$ cat config.mk
export PLATFORM = sky130hd
export DESIGN_NAME = ivp_vector_ctrl
export DESIGN_NICKNAME = d
export VERILOG_FILES = /design/src/rtl/ivp_pkg.sv /design/src/rtl/ivp_vector_ctrl.sv /design/src/rtl/ivp_prio.sv /design/src/rtl/ivp_seq_cnt.sv
export SDC_FILE = /design/constraint.sdc
export NUM_CORES = 1
export LEC_CHECK = 0
export ABC_CLOCK_PERIOD_IN_PS = 1510
export CAP_MARGIN = 20
export CORE_MARGIN = 5
export CORE_UTILIZATION = 57
export CTS_BUF_LIST = sky130_fd_sc_hd__clkbuf_4 sky130_fd_sc_hd__clkbuf_8
export DETAILED_ROUTE_END_ITERATION = 8
export DONT_BUFFER_PORTS = 1
export PLACE_DENSITY = 0.79
export REMOVE_ABC_BUFFERS = 1
export SLEW_MARGIN = 5
export SYNTH_ARGS = -nofsm -noshare
export SYNTH_HDL_FRONTEND = slang
export SYNTH_SLANG_ARGS = --single-unit
$ cat constraint.sdc
create_clock -name clk -period 1.51 [get_ports clk]
set_input_delay 0.2265 -clock clk [delete_from_list [all_inputs] [get_ports clk]]
set_output_delay 0.2265 -clock clk [all_outputs]
set_load 0.03 [all_outputs]
$ cat src/rtl/ivp_pkg.sv
/*
 * ivp_pkg: constants and carrier types of the interrupt vectoring block.
 * assumes a 4-bit register port and a 12-bit program counter on the core side.
 */
package ivp_pkg;
   // ======================================================================
   // widths and sources
   localparam int unsigned NSRC   = 6;
   localparam int unsigned DW     = 4;
   localparam int unsigned AW     = 4;
   localparam int unsigned PCW    = 12;
   localparam int unsigned IDXW   = 3;
   localparam int unsigned SEQ_CYC = 12;
   // source index, low priority first
   localparam logic [IDXW-1:0] SRC_CLK_TIMER = 3'h0;
   localparam logic [IDXW-1:0] SRC_STOPWATCH = 3'h1;
   localparam logic [IDXW-1:0] SRC_IN_GROUP0 = 3'h2;
   localparam logic [IDXW-1:0] SRC_IN_GROUP1 = 3'h3;
   localparam logic [IDXW-1:0] SRC_SERIAL    = 3'h4;
   localparam logic [IDXW-1:0] SRC_PROG_TMR  = 3'h5;
   // ======================================================================
   // vector layout
   localparam logic [3:0] VEC_PAGE      = 4'h1;
   localparam logic [7:0] VEC_BASE_STEP = 8'h02;
   // ======================================================================
   // register offsets
   localparam logic [AW-1:0] REG_FLAG_LO = 4'h0;
   localparam logic [AW-1:0] REG_FLAG_HI = 4'h1;
   localparam logic [AW-1:0] REG_MASK_LO = 4'h2;
   localparam logic [AW-1:0] REG_MASK_HI = 4'h3;
   localparam logic [AW-1:0] REG_GEN     = 4'h4;
   localparam logic [AW-1:0] REG_STAT    = 4'h5;
   localparam logic [AW-1:0] REG_IMSK    = 4'h6;
   localparam logic [AW-1:0] REG_VEC     = 4'h7;
   // status bits
   localparam int unsigned ST_ACCEPT = 0;
   localparam int unsigned ST_LOADED = 1;
   localparam int unsigned ST_BADRD  = 2;
   localparam int unsigned ST_BADWR  = 3;
   // reset values
   localparam logic [NSRC-1:0] FLAG_RST = 6'h00;
   localparam logic [NSRC-1:0] MASK_RST = 6'h00;
   localparam logic [DW-1:0]   NIB_RST  = 4'h0;
   localparam logic [PCW-1:0]  PC_RST   = 12'h000;
   // ======================================================================
   // carriers
   typedef struct packed {
      logic [AW-1:0] addr;
      logic [DW-1:0] wdata;
      logic          wr;
      logic          rd;
   } ivp_bus_req_t;
   typedef struct packed {
      logic           push;
      logic [PCW-1:0] push_addr;
      logic           pc_load;
      logic [PCW-1:0] pc_value;
   } ivp_core_cmd_t;
   typedef enum logic [0:0] {
      ST_IDLE = 1'b0,
      ST_SAVE = 1'b1
   } ivp_state_t;
endpackage

$ cat src/rtl/ivp_vector_ctrl.sv
/*
 * ivp_vector_ctrl: factor flags, masks, global enable and vector sequencer.
 * assumes the core pulses instr_done at each instruction boundary with the
 * address of the next instruction on next_pc, and obeys push and pc_load.
 */
`timescale 1ns/10ps
module ivp_vector_ctrl #(
   parameter int unsigned SEQ_CYCLES = ivp_pkg::SEQ_CYC
) (
   input  wire logic                              clk,
   input  wire logic                              rst_n,
   input  wire ivp_pkg::ivp_bus_req_t             bus,
   output logic [ivp_pkg::DW-1:0]                 rdata,
   input  wire logic [ivp_pkg::NSRC-1:0]          src_event,
   input  wire logic                              instr_done,
   input  wire logic [ivp_pkg::PCW-1:0]           next_pc,
   output ivp_pkg::ivp_core_cmd_t                 core_cmd,
   output logic                                   cpu_req,
   output logic                                   busy,
   output logic                                   global_enabled_state,
   output logic                                   irq
);
   // ======================================================================
   // elaboration checks
   initial begin
      if (SEQ_CYCLES < 3)
         $error("ivp_vector_ctrl: SEQ_CYCLES below 3");
   end

   localparam int unsigned LAST = SEQ_CYCLES - 2;

   // ======================================================================
   // state
   typedef struct packed {
      ivp_pkg::ivp_state_t             fsm;
      logic [ivp_pkg::NSRC-1:0]        flags;
      logic [ivp_pkg::NSRC-1:0]        mask;
      logic                            gie;
      logic [ivp_pkg::DW-1:0]          stat;
      logic [ivp_pkg::DW-1:0]          imsk;
      logic [ivp_pkg::IDXW-1:0]        vec_idx;
      logic [ivp_pkg::DW-1:0]          rdata;
      ivp_pkg::ivp_core_cmd_t          cmd;
      logic                            cpu_req;
      logic                            busy;
      logic                            irq;
   } ivp_st_t;

   ivp_st_t st;
   ivp_st_t next_st;

   logic [ivp_pkg::NSRC-1:0]  pend;
   logic                      pend_any;
   logic [ivp_pkg::IDXW-1:0]  pend_idx;
   logic                      accept;
   logic                      seq_run;
   logic                      seq_done;

   // ======================================================================
   // arbitration
   assign pend = st.flags & st.mask;

   ivp_prio #(
      .N  (ivp_pkg::NSRC),
      .IW (ivp_pkg::IDXW)
   ) u_prio (
      .req (pend),
      .any (pend_any),
      .idx (pend_idx)
   );

   // boundary sampling; ignored while a sequence runs
   assign accept = instr_done && pend_any && st.gie
                   && (st.fsm == ivp_pkg::ST_IDLE);

   ivp_seq_cnt #(
      .LAST (LAST)
   ) u_seq (
      .clk     (clk),
      .rst_n   (rst_n),
      .start   (accept),
      .running (seq_run),
      .done    (seq_done)
   );

   // ======================================================================
   // vector of a source index
   function automatic logic [ivp_pkg::PCW-1:0] vec_of(
      input logic [ivp_pkg::IDXW-1:0] i
   );
      logic [7:0] step;
      step = ivp_pkg::VEC_BASE_STEP + {4'h0, i, 1'b0};
      return {ivp_pkg::VEC_PAGE, step};
   endfunction

   // ======================================================================
   // next state
   always_comb
   begin
      logic [ivp_pkg::NSRC-1:0] clr;
      logic [ivp_pkg::DW-1:0]   ev;
      logic [ivp_pkg::DW-1:0]   w1c;
      clr = '0;
      ev  = '0;
      w1c = '0;
      next_st = st;
      next_st.cmd.push    = 1'b0;
      next_st.cmd.pc_load = 1'b0;
      next_st.rdata       = ivp_pkg::NIB_RST;

      // ------------------------------------------------------------------
      // reads; flag reads clear the whole address
      if (bus.rd)
      begin
         case (bus.addr)
            ivp_pkg::REG_FLAG_LO:
            begin
               next_st.rdata = st.flags[3:0];
               clr[3:0] = 4'hF;
            end
            ivp_pkg::REG_FLAG_HI:
            begin
               next_st.rdata = {2'h0, st.flags[5:4]};
               clr[5:4] = 2'h3;
            end
            ivp_pkg::REG_MASK_LO: next_st.rdata = st.mask[3:0];
            ivp_pkg::REG_MASK_HI: next_st.rdata = {2'h0, st.mask[5:4]};
            ivp_pkg::REG_GEN:     next_st.rdata = {3'h0, st.gie};
            ivp_pkg::REG_STAT:    next_st.rdata = st.stat;
            ivp_pkg::REG_IMSK:    next_st.rdata = st.imsk;
            ivp_pkg::REG_VEC:     next_st.rdata = {st.busy, st.vec_idx};
            default:              next_st.rdata = ivp_pkg::NIB_RST;
         endcase
         // misuse is flagged, not blocked
         if ((bus.addr == ivp_pkg::REG_FLAG_LO || bus.addr == ivp_pkg::REG_FLAG_HI)
             && st.gie)
            ev[ivp_pkg::ST_BADRD] = 1'b1;
      end

      // ------------------------------------------------------------------
      // writes
      if (bus.wr)
      begin
         case (bus.addr)
            ivp_pkg::REG_MASK_LO:
            begin
               next_st.mask[3:0] = bus.wdata;
               ev[ivp_pkg::ST_BADWR] = st.gie;
            end
            ivp_pkg::REG_MASK_HI:
            begin
               next_st.mask[5:4] = bus.wdata[1:0];
               ev[ivp_pkg::ST_BADWR] = st.gie;
            end
            // re-enable with a live flag retriggers on next boundary
            ivp_pkg::REG_GEN:  next_st.gie  = bus.wdata[0];
            ivp_pkg::REG_STAT: w1c          = bus.wdata;
            ivp_pkg::REG_IMSK: next_st.imsk = bus.wdata;
            default: ;
         endcase
      end

      // ------------------------------------------------------------------
      // flags: a new event beats a same-cycle read clear
      next_st.flags = (st.flags & ~clr) | src_event;

      // ------------------------------------------------------------------
      // sequencer
      case (st.fsm)
         ivp_pkg::ST_IDLE:
         begin
            if (accept)
            begin
               next_st.fsm           = ivp_pkg::ST_SAVE;
               next_st.vec_idx       = pend_idx;
               next_st.cmd.push      = 1'b1;
               next_st.cmd.push_addr = next_pc;
               next_st.gie           = 1'b0;
               next_st.busy          = 1'b1;
               ev[ivp_pkg::ST_ACCEPT] = 1'b1;
            end
         end
         ivp_pkg::ST_SAVE:
         begin
            // vector index frozen here, so no late source can swap it
            if (seq_done)
            begin
               next_st.fsm          = ivp_pkg::ST_IDLE;
               next_st.cmd.pc_load  = 1'b1;
               next_st.cmd.pc_value = vec_of(st.vec_idx);
               next_st.busy         = 1'b0;
               ev[ivp_pkg::ST_LOADED] = 1'b1;
            end
            else if (!seq_run && !st.busy)
               next_st.fsm = ivp_pkg::ST_IDLE;
         end
         default:
            next_st.fsm = ivp_pkg::ST_IDLE;
      endcase

      // ------------------------------------------------------------------
      // busy also drops when load is issued
      if (st.cmd.pc_load)
         next_st.busy = 1'b0;

      // ------------------------------------------------------------------
      // status: set beats write-one-to-clear
      next_st.stat = (st.stat & ~w1c) | ev;

      // ------------------------------------------------------------------
      // registered outputs
      next_st.cpu_req = |(next_st.flags & next_st.mask) && next_st.gie;
      next_st.irq     = |(next_st.stat & next_st.imsk);
   end

   // ======================================================================
   // registers
   always_ff @(posedge clk)
   begin
      if (!rst_n)
      begin
         st                  <= '0;
         st.fsm              <= ivp_pkg::ST_IDLE;
         st.flags            <= ivp_pkg::FLAG_RST;
         st.mask             <= ivp_pkg::MASK_RST;
         st.cmd.push_addr    <= ivp_pkg::PC_RST;
         st.cmd.pc_value     <= ivp_pkg::PC_RST;
      end
      else
         st <= next_st;
   end

   // ======================================================================
   // outputs
   assign rdata                = st.rdata;
   assign core_cmd             = st.cmd;
   assign cpu_req              = st.cpu_req;
   assign busy                 = st.busy;
   assign global_enabled_state = st.gie;
   assign irq                  = st.irq;
endmodule // ivp_vector_ctrl

$ cat src/rtl/ivp_prio.sv
/*
 * ivp_prio: fixed priority pick, highest index wins.
 * assumes a combinational consumer that samples the result on its own clock.
 */
`timescale 1ns/10ps
module ivp_prio #(
   parameter int unsigned N  = 6,
   parameter int unsigned IW = 3
) (
   input  wire logic [N-1:0]  req,
   output logic               any,
   output logic [IW-1:0]      idx
);
   // ======================================================================
   // checks
   initial begin
      if (N < 1 || N > (1 << IW))
         $error("ivp_prio: N does not fit IW");
   end
   // ======================================================================
   // pick
   always_comb
   begin
      any = 1'b0;
      idx = '0;
      // scan upward so the last hit, the highest, stays
      for (int i = 0; i < N; i++)
      begin
         if (req[i])
         begin
            any = 1'b1;
            idx = IW'(i);
         end
      end
   end
endmodule // ivp_prio

$ cat src/rtl/ivp_seq_cnt.sv
/*
 * ivp_seq_cnt: one-shot cycle counter for the save-and-load sequence.
 * assumes start is a one-cycle pulse, never given while running.
 */
`timescale 1ns/10ps
module ivp_seq_cnt #(
   parameter int unsigned LAST = 10
) (
   input  wire logic clk,
   input  wire logic rst_n,
   input  wire logic start,
   output logic      running,
   output logic      done
);
   localparam int unsigned CW = (LAST < 2) ? 1 : $clog2(LAST + 1);
   typedef struct packed {
      logic          run;
      logic [CW-1:0] cnt;
   } ivp_cnt_st_t;
   ivp_cnt_st_t st;
   ivp_cnt_st_t next_st;
   // ======================================================================
   // count
   assign running = st.run;
   assign done    = st.run && (st.cnt == CW'(LAST));
   always_comb
   begin
      next_st = st;
      if (start)
      begin
         next_st.run = 1'b1;
         next_st.cnt = '0;
      end
      else if (st.run)
      begin
         if (st.cnt == CW'(LAST))
            next_st.run = 1'b0;
         else
            next_st.cnt = st.cnt + CW'(1);
      end
   end
   always_ff @(posedge clk)
   begin
      if (!rst_n)
         st <= '0;
      else
         st <= next_st;
   end
endmodule // ivp_seq_cnt

==> flow_summary.yaml, run 1 <==
status:
  outcome: "finished clean"
place:
  placedCellCount: 317
  detailed_place_hpwl_mm: 4.16
  port-buffer-count: 0
  placed_cell_area_um2: 2600
  gp_congestion: 0.893
clock_network:
  cts_buffer_depth: 2
  cts_buffers: 5
  clock_sink_count: 56
  clkTransAtPathRegs_ns: 0.10
  ctsRootBufferMaster: "sky130_fd_sc_hd__clkbuf_8"
  insertion_delay_ns: 0.32
  htree_levels: 2
  tritoncts: "built"
yosys:
  netlist_top_cells_area: "sky130_fd_sc_hd__dfxtp_1, sky130_fd_sc_hd__mux2i_1, sky130_fd_sc_hd__buf_4"
  synth_largest_area_cell: "sky130_fd_sc_hd__dfxtp_1"
  synthCells: 274
  netlist_area_um2: 2610
  synth.top_cell.area_share: 0.429
  synth_cell_type_count: 42
  synth_flop_type: "sky130_fd_sc_hd__dfxtp_1"
  syn_area_per_cell_um2: 9.53
  most_used_standard_cell_by_instance_count_after_synthesis: "sky130_fd_sc_hd__dfxtp_1"
  synth-seq-area-share: 0.429
  yosys_warnings: 0
  yosys_register_bits: 56
  postSynth.asyncResetShare: 0
  number_of_synthesized_flops_with_an_enable_pin: 0
  netlist_top_cells_count: "sky130_fd_sc_hd__dfxtp_1, sky130_fd_sc_hd__nor2_1, sky130_fd_sc_hd__buf_4, sky130_fd_sc_hd__mux2i_1, sky130_fd_sc_hd__a21oi_1"
timing:
  report.final.slew_viol_count: 0
  worst_case_hold_slack_ns: 0.00351
  hold_viol_final: 0
  fmax_mhz: 669
  fin_skew_ns: 0.00989
  period_share: 0.990
  finalCriticalPeriod_ns: 1.50
  rsz0062_at_grt: "yes"
  setup_violations: 0
setup_path:
  critical_path_class: "flip-flop to flip-flop"
  worstPathMaxFanout: 6
  cp_data_arrival_time_ns: 1.72
  end_kind: "flip-flop"
  cp_data_required_time_ns: 1.73
  cp_num_buf_inv: 0
  cp_cell_sequence: "a22o_1, o31a_1, a21oi_2, o22ai_1, o21a_1"
  cpLargestDelayFamily: "compound AO/OA/AOI/OAI gates"
  setup.worst_path.start_class: "flip-flop"
  critical-path-max-stage-delay_ns: 0.41
  crit_path_top_delay_cell: "sky130_fd_sc_hd__o31a_1"
pwr:
  clkPwrFrac: 0.330
  static-leakage-power_nw: 1.05
  seq_power_share: 0.604
  pwr_density_cell_nw_per_um2: 902
  irDropWorstVdd_v: 0.000500
  switchingPower_mw: 0.600
  report.power.total_mw: 2.49
  internal_power_mw: 1.89
  combPwrFrac: 0.066
  netSwitchingFraction: 0.241
routing:
  drt-vias-per-instance: 5.83
  remaining_drc_errors: 0
  detail-route-antenna-nets: 0
  post_dr_wirelength_cell_um: 17.1
  drtPass1Iterations: 4
  first_iter_violations: 220
  number_of_vias_after_detailed_routing: 1930
  routed_wirelength_mm: 5.65
final_layout:
  utilization: 0.626
  area.growth.synth_to_final_pct: 5.75
  antennaDiodeCount: 0
  fill_cell_total_of_the_finished_layout: 379
  stdcell_area_um2: 2760
  final_layout_size_suffix_gt1_frac: 0.204
  num-nets-final: 312
  instances_no_fill: 331
global_routing:
  grt_antenna_before_repair: 0
  grt_max_degree: 29
  gr-usage-all-layers: 0.182
  grt_overflow_total: 0
  global_route_wire_length_before_repair_mm: 8.95
  vias_in_the_first_global_route: 1891
floorplan:
  area_of_the_die_um2: 6040
  boundaryPins: 65
  initial_utilization: 0.592
  core_area_um2: 4410
  chipHeight_um: 77.7
  die_w_um: 77.7
  core.rowCount: 24
min_path:
  hold_class: "primary input to flip-flop"
job:
  cap_violations: 0
## power by group through the flow
stage	Sequential, mW	Combinational (mW)	Clock [mW]
CTS	1.51	0.158	0.837
detailed placement	1.54	0.158	0
global placement	1.54	0.157	0
global route	1.51	0.178	0.894
finish	1.51	0.165	0.822
floorplan	1.54	0.0996	0
## final cells by class
class                   instances  area (um2)  area share
multi-input cells             179        1210       0.438
flip-flops and latches         56        1120       0.407
repair buffers                 31         255      0.0924
clock buffers                   5        68.8      0.0249
well taps                      52        65.1      0.0236
clock inverters                 3        21.3     0.00770
inverters                       5        18.8     0.00679
## placed cells by master, fill, tap and decap left out, types with 4 or more instances in the layout
| cell | netlist | final |
|---|---|---|
| sky130_fd_sc_hd__a22oi_1 | 5 | 5 |
| sky130_fd_sc_hd__nor2_1 | 52 | 52 |
| sky130_fd_sc_hd__clkbuf_8 | 0 | 5 |
| sky130_fd_sc_hd__nand2_1 | 8 | 7 |
| sky130_fd_sc_hd__mux2i_1 | 29 | 28 |
| sky130_fd_sc_hd__nand2b_1 | 4 | 4 |
| sky130_fd_sc_hd__dfxtp_1 | 56 | 54 |
| sky130_fd_sc_hd__buf_4 | 31 | 27 |
| sky130_fd_sc_hd__nand3_1 | 4 | 4 |
| sky130_fd_sc_hd__conb_1 | 1 | 7 |
| sky130_fd_sc_hd__a211oi_1 | 4 | 4 |
| sky130_fd_sc_hd__a21oi_1 | 19 | 18 |
| sky130_fd_sc_hd__o22ai_1 | 5 | 5 |
## worst reg2reg max path: cells and delay by family (launching register included)
kind | cells | cell delay (ns)
AOI/OAI and AO/OA | 5 | 1.08
DFF | 1 | 0.32
## what timing repair did
item | in CTS | in global routing
endpoints found under the hold margin | 0 | 1
pin swaps | 0 | 3
resized for setup | 1 | 11
buffers inserted | 0 | 4
setup endpoints to repair | 5 | 24
hold buffers | 0 | 1
gates cloned | 0 | 1
## sequential cells by signal, summed over array words and instances, names as in the netlist
name / flops
u_seq.running: 1
u_seq.st: 4
busy: 1
core_cmd: 19
st: 24
global_enabled_state: 1
irq: 1
rdata: 4
cpu_req: 1
## path summary, 6_finish.rpt
kind | start | end | slack [ns] | depth (start not counted)
max | st[56] | irq | 0.01 | 5
min | bus[7] | rdata[2] | 0.004 | 1
max reg2reg | st[56] | irq | 0.01 | 5
min reg2reg | st[57] | st[57] | 0.50 | 2
## stage by stage
| step | worst slack, ns | setup TNS [ns] |
|---|---|---|
| floorplan | -0.462 | -8.71 |
| global placement | 0.0182 | 0 |
| detailed placement | -0.0112 | -0.0112 |
| CTS | 0.0169 | 0 |
| global route | -0.0627 | -0.722 |
| finish | 0.0145 | 0 |
## logic make-up after synthesis
family / Yosys count / share of synthesized area
flip-flops: 56 / 0.429
multiplexers: 32 / 0.133
XOR/XNOR: 3 / 0.0101
other: 1 / 0.00144
adder cells (fa/ha/maj): 3 / 0.0144
buffers and inverters: 45 / 0.121
AND/OR/NAND/NOR: 87 / 0.177
AO/OA/AOI/OAI: 47 / 0.114
## per-layer routing
layer / vias to the layer above / track usage / routed length, um
met3: 13 / 0.0625 / 521
met2: 93 / 0.277 / 2560
li1: 922 / - / -
met5: - / 0 / 0
met4: 0 / 0.0619 / 100
met1: 902 / 0.239 / 2470
Note: power is estimated with default switching activity, not from simulation.
==> run 2, diff against run 1 <==
--- a/config.mk
+++ b/config.mk
@@ -5,8 +5,8 @@
 export SDC_FILE = /design/constraint.sdc
 export NUM_CORES = 1
 export LEC_CHECK = 0
-export ABC_CLOCK_PERIOD_IN_PS = 1510
 export CAP_MARGIN = 20
+export CORE_ASPECT_RATIO = 2
 export CORE_MARGIN = 5
 export CORE_UTILIZATION = 57
 export CTS_BUF_LIST = sky130_fd_sc_hd__clkbuf_4 sky130_fd_sc_hd__clkbuf_8
==> flow_summary.yaml, run 2 (synthesized netlist as in run 1, its figures left out) <==
clock_network:
  htree_levels: 2
  cts_buffers: 5
  insertion_delay_ns: 0.31
  ctsRootBufferMaster: "sky130_fd_sc_hd__clkbuf_8"
  clock_sink_count: 56
  cts_buffer_depth: 2
  tritoncts: "built"
  clkTransAtPathRegs_ns: 0.09
setup_path:
  end_kind: "flip-flop"
  critical_path_class: "flip-flop to flip-flop"
  cpLargestDelayFamily: "compound AO/OA/AOI/OAI gates"
  cp_data_required_time_ns: 1.72
  crit_path_top_delay_cell: "sky130_fd_sc_hd__o31a_4"
  cp_cell_sequence: "a22o_1, o31a_4, a21oi_4, o22ai_2, o21a_1"
  critical-path-max-stage-delay_ns: 0.43
  cp_data_arrival_time_ns: 1.78
  worstPathMaxFanout: 7
  setup.worst_path.start_class: "flip-flop"
  cp_num_buf_inv: 0
place:
  detailed_place_hpwl_mm: 4.32
  port-buffer-count: 0
  gp_congestion: 0.937
timing:
  period_share: 1.04
  worst_case_hold_slack_ns: 0.0103
  setup_violations: 1
  report.final.slew_viol_count: 0
  rsz0062_at_grt: "yes"
  worst_case_setup_margin_in_the_final_layout_ns: -0.0610
  finalCriticalPeriod_ns: 1.57
  hold_viol_final: 0
  fin_skew_ns: 0.00600
  fmax_mhz: 637
routing:
  post_dr_wirelength_cell_um: 18.3
  drt-vias-per-instance: 5.85
  remaining_drc_errors: 0
  detail-route-antenna-nets: 0
  number_of_vias_after_detailed_routing: 1907
  first_iter_violations: 80
  routed_wirelength_mm: 5.97
  drtPass1Iterations: 5
final_layout:
  fill_cell_total_of_the_finished_layout: 390
  num-nets-final: 304
  area.growth.synth_to_final_pct: 5.46
  most_common_library_cell_in_the_layout_ignoring_fill_and_taps: "sky130_fd_sc_hd__dfxtp_1"
  top_register: "st"
  antennaDiodeCount: 0
  largest_register_ffs: 24
  seqCellArea_um2: 1130
  multiInputGateArea_um2: 1240
  final_layout_size_suffix_gt1_frac: 0.199
  final_cell_mix: "sky130_fd_sc_hd__dfxtp_1, sky130_fd_sc_hd__nor2_1, sky130_fd_sc_hd__mux2i_1"
global_routing:
  vias_in_the_first_global_route: 1971
  gr-usage-all-layers: 0.194
  global_route_wire_length_before_repair_mm: 9.25
  grt_antenna_before_repair: 0
  grt_max_degree: 28
  grt_overflow_total: 0
pwr:
  static-leakage-power_nw: 1.02
  pwr_density_cell_nw_per_um2: 917
  report.power.total_mw: 2.53
  irDropWorstVdd_v: 0.000851
job:
  cap_violations: 0
floorplan:
  initial_utilization: 0.579
  core.rowCount: 35
  die_w_um: 57.9
  boundaryPins: 65
  core_area_um2: 4510
  chipHeight_um: 106
  area_of_the_die_um2: 6120
status:
  outcome: "complete, but fails checks"
  failed_checks: "setup timing"
min_path:
  hold_class: "primary input to flip-flop"
==> run 2: path summary, 6_finish.rpt <==
| check | from | endpoint | slack [ns] | depth (start not counted) |
|---|---|---|---|---|
| min | bus[7] | rdata[2] | 0.01 | 1 |
| max | st[47] | irq | -0.06 | 5 |
| max reg2reg | st[47] | irq | -0.06 | 5 |
| min reg2reg | st[38] | st[38] | 0.53 | 2 |
==> run 2: metrics by stage <==
stage / area (um2) / std cells / utilization / setup slack [ns] / TNS [ns]
6_report: 2760 / 326 / 0.611 / -0.0610 / -0.0610
3_5_place_dp: 2560 / 314 / 0.568 / -0.115 / -0.188
3_3_place_gp: 2560 / 314 / 0.568 / -0.0811 / -0.120
4_1_cts: 2670 / 322 / 0.593 / 0.00333 / 0
5_1_grt: 2760 / 326 / 0.611 / -0.102 / -0.724
2_1_floorplan: 2340 / 240 / - / -0.462 / -8.71
==> run 2: area by class of cell <==
cell class                      count  area share
Sequential cell                    56       0.409
Clock inverter                      1     0.00272
Inverter                            5     0.00681
Timing Repair Buffer               23      0.0736
Clock buffer                        7      0.0327
Multi-Input combinational cell    179       0.450
Tap cell                           55      0.0250
==> run 2: routing by layer <==
metal	GRT usage	vias to the layer above	part of all wire
met5	0	-	0
met4	0.0896	0	0.023
met3	0.0490	8	0.081
met2	0.331	76	0.53
met1	0.220	917	0.37
li1	-	906	-
==> run 2: where the power goes <==
part / internal (mW) / total (mW) / switching [mW]
combinational: 0.0604 / 0.152 / 0.0916
sequential: 1.49 / 1.51 / 0.0149
clock: 0.392 / 0.867 / 0.475
==> run 2: what timing repair did <==
item | CTS | global route
buffers inserted | 0 | 2
pin swaps | 1 | 5
endpoints found under the hold margin | 0 | 1
gates resized for setup | 3 | 19
hold buffers | 0 | 1
gates cloned | 0 | 1
setup endpoints to repair | 6 | 23
==> run 3, diff against run 2 <==
--- a/config.mk
+++ b/config.mk
@@ -8,13 +8,14 @@
 export CAP_MARGIN = 20
 export CORE_ASPECT_RATIO = 2
 export CORE_MARGIN = 5
-export CORE_UTILIZATION = 57
+export CORE_UTILIZATION = 59
 export CTS_BUF_LIST = sky130_fd_sc_hd__clkbuf_4 sky130_fd_sc_hd__clkbuf_8
 export DETAILED_ROUTE_END_ITERATION = 8
 export DONT_BUFFER_PORTS = 1
-export PLACE_DENSITY = 0.79
+export PLACE_DENSITY = 0.82
 export REMOVE_ABC_BUFFERS = 1
 export SLEW_MARGIN = 5
 export SYNTH_ARGS = -nofsm -noshare
 export SYNTH_HDL_FRONTEND = slang
+export SYNTH_HIERARCHICAL = 1
 export SYNTH_SLANG_ARGS = --single-unit
==> constraint.sdc (replaced) <==
create_clock -name clk -period 1.4 [get_ports clk]
set_input_delay 0.21 -clock clk [delete_from_list [all_inputs] [get_ports clk]]
set_output_delay 0.21 -clock clk [all_outputs]
set_load 0.03 [all_outputs]
==> flow_summary.yaml, run 3 <==
yosys:
  synth_flop_type: "sky130_fd_sc_hd__dfxtp_1"
  netlist_top_cells_area: "sky130_fd_sc_hd__dfxtp_1, sky130_fd_sc_hd__buf_4, sky130_fd_sc_hd__mux2i_1"
  netlist_top_cells_count: "sky130_fd_sc_hd__dfxtp_1, sky130_fd_sc_hd__nand2_1, sky130_fd_sc_hd__buf_4"
  synth.top_cell.area_share: 0.411
  syn_area_per_cell_um2: 8.88
  yosys_warnings: 6
  netlist_area_um2: 2730
  synth_largest_area_cell: "sky130_fd_sc_hd__dfxtp_1"
  number_of_synthesized_flops_with_an_enable_pin: 0
  yosys_register_bits: 56
  synth-seq-area-share: 0.411
  postSynth.asyncResetShare: 0
  synthCells: 307
  most_used_standard_cell_by_instance_count_after_synthesis: "sky130_fd_sc_hd__dfxtp_1"
  synth_cell_type_count: 49
setup_path:
  crit_path_start: "st[45]"
  end_kind: "flip-flop"
  cp_data_required_time_ns: 1.63
  cp_data_arrival_time_ns: 1.92
  critical_path_class: "flip-flop to flip-flop"
  worstPathMaxFanout: 16
  critical_path.endpoint: "st[34]"
  r2r.worst_path.cells: 8
  r2r-start: "st[45]"
  worst_case_register_to_register_setup_slack_ns: -0.29
  critical_path.reg2reg.endpoint: "st[34]"
  setup.worst_path.start_class: "flip-flop"
final_layout:
  fill_cell_total_of_the_finished_layout: 330
  largest_register_ffs: 24
  antennaDiodeCount: 0
  most_common_library_cell_in_the_layout_ignoring_fill_and_taps: "sky130_fd_sc_hd__dfxtp_1"
  num-nets-final: 353
  final_layout_size_suffix_gt1_frac: 0.278
  final_cell_mix: "sky130_fd_sc_hd__dfxtp_1, sky130_fd_sc_hd__nand2_1, sky130_fd_sc_hd__buf_4"
  area.growth.synth_to_final_pct: 18.1
  multiInputGateArea_um2: 1450
  top_register: "st"
  instances_no_fill: 375
  seqCellArea_um2: 1130
status:
  outcome: "complete, but fails checks"
  failed_checks: "setup timing"
floorplan:
  area_of_the_die_um2: 6170
  chipHeight_um: 106
  core_area_um2: 4550
  die_w_um: 58.1
  boundaryPins: 65
  core.rowCount: 35
  initial_utilization: 0.599
pwr:
  irDropWorstVdd_v: 0.00119
  pwr_density_cell_nw_per_um2: 1000
  static-leakage-power_nw: 1.29
clock_network:
  ctsRootBufferMaster: "sky130_fd_sc_hd__clkbuf_8"
  cts_buffers: 5
  htree_levels: 2
  insertion_delay_ns: 0.31
  clkTransAtPathRegs_ns: 0.10
  clock_sink_count: 56
  cts_buffer_depth: 2
  tritoncts: "built"
routing:
  routed_wirelength_mm: 7.27
  detail-route-antenna-nets: 0
  drtPass1Iterations: 4
  post_dr_wirelength_cell_um: 19.4
  remaining_drc_errors: 0
  drt-vias-per-instance: 5.89
  number_of_vias_after_detailed_routing: 2209
  first_iter_violations: 70
global_routing:
  gr-usage-all-layers: 0.225
  vias_in_the_first_global_route: 2253
  gr-max-usage-layer: "met2"
  global_route_wire_length_before_repair_mm: 10.6
  grt_overflow_total: 0
  use_met2: 0.417
  grt_antenna_before_repair: 0
  global_route.usage.met1: 0.201
  grtUsageMet3: 0.0571
  grt_max_degree: 50
timing:
  worst_case_hold_slack_ns: 0.0239
  finalCriticalPeriod_ns: 1.69
  period_share: 1.21
  report.final.slew_viol_count: 0
  rsz0062_at_grt: "yes"
  worst_case_setup_margin_in_the_final_layout_ns: -0.289
  fin_skew_ns: 0.0121
  hold_viol_final: 0
  fmax_mhz: 592
  setup_violations: 27
min_path:
  hold_class: "primary input to flip-flop"
job:
  cap_violations: 0
place:
  detailed_place_hpwl_mm: 4.85
  placedCellCount: 361
  gp_congestion: 0.897
  port-buffer-count: 0
[run 3: cell types whose count changed in the layout (fill, tap and decap cells not counted), sizes merged, moves of 5 or more]
cell / previous run / this run
nor2b: 1 / 18
a21oi: 19 / 14
buf: 22 / 41
and2: 1 / 10
a21boi: 0 / 18
mux2i: 29 / 18
nor2: 53 / 11
nand2: 9 / 48
[run 3: metrics by stage]
| stage | TNS (ns) | utilization | cell area (um2) | setup WS [ns] | total power [mW] |
|---|---|---|---|---|---|
| after global routing | -6.39 | 0.707 | 3220 | -0.339 | 3.31 |
| after detailed placement | -5.03 | 0.616 | 2810 | -0.287 | 1.82 |
| final | -5.40 | 0.707 | 3220 | -0.289 | 3.22 |
| after floorplan | -15.66 | - | 2460 | -0.870 | 1.76 |
| after global placement | -3.93 | 0.616 | 2810 | -0.234 | 1.81 |
| after CTS | -4.17 | 0.670 | 3050 | -0.231 | 3.22 |
[run 3: kinds of logic after synthesis]
| group | share of synthesized area |
|---|---|
| other | 0.00137 |
| XOR/XNOR | 0.00963 |
| AO/OA/AOI/OAI | 0.147 |
| AND/OR/NAND/NOR | 0.228 |
| flip-flops | 0.411 |
| buffers and inverters | 0.115 |
| multiplexers | 0.0743 |
| adder cells (fa/ha/maj) | 0.0138 |
[run 3: area by class of cell]
cell class | instances | share of cell area
clock buffer | 5 | 0.0214
clock inverter | 3 | 0.0280
inverter | 6 | 0.00777
multi-input combinational | 207 | 0.450
sequential | 56 | 0.350
tap | 55 | 0.0214
timing repair buffer | 43 | 0.121
[run 3: repair_timing]
| item | CTS | global route |
|---|---|---|
| hold endpoints to repair | 4 | 0 |
| hold buffers | 1 | 0 |
| gates resized for setup | 36 | 33 |
| buffers inserted | 2 | 3 |
| pin swaps | 7 | 21 |
| cloned | 0 | 1 |
| endpoints found under the setup margin | 32 | 31 |
[run 3: metal layers]
layer,vias up,wire [um]
li1,1028,-
met1,1030,2370
met2,117,3920
met3,34,487
met4,0,505
met5,-,0
[run 3: how the worst min path moves through the flow]
stage,startpoint,to,slack [ns],depth (start not counted)
floorplan,bus[9],rdata[3],0.29,1
global placement,bus[9],rdata[0],0.29,1
detailed placement,bus[9],rdata[1],0.29,1
CTS,rst_n,core_cmd[8],0.02,1
global route,rst_n,core_cmd[8],0.008,1
finish,rst_n,st[39],0.02,1
[run 3: critical path, stage by stage (launching register included)]
cell and delay, ns:
sky130_fd_sc_hd__dfxtp_2 0.33, sky130_fd_sc_hd__and2_4 0.15, sky130_fd_sc_hd__nor4_2 0.27, sky130_fd_sc_hd__nand2_1 0.10, sky130_fd_sc_hd__nand4b_1 0.19, sky130_fd_sc_hd__buf_4 0.17
sky130_fd_sc_hd__buf_12 0.14, sky130_fd_sc_hd__nand2_1 0.08, sky130_fd_sc_hd__a21boi_2 0.17
[run 3: power by group]
group | internal (mW) | switching, mW
Sequential | 1.61 | 0.0115
Combinational | 0.0902 | 0.0884
Clock | 0.894 | 0.527
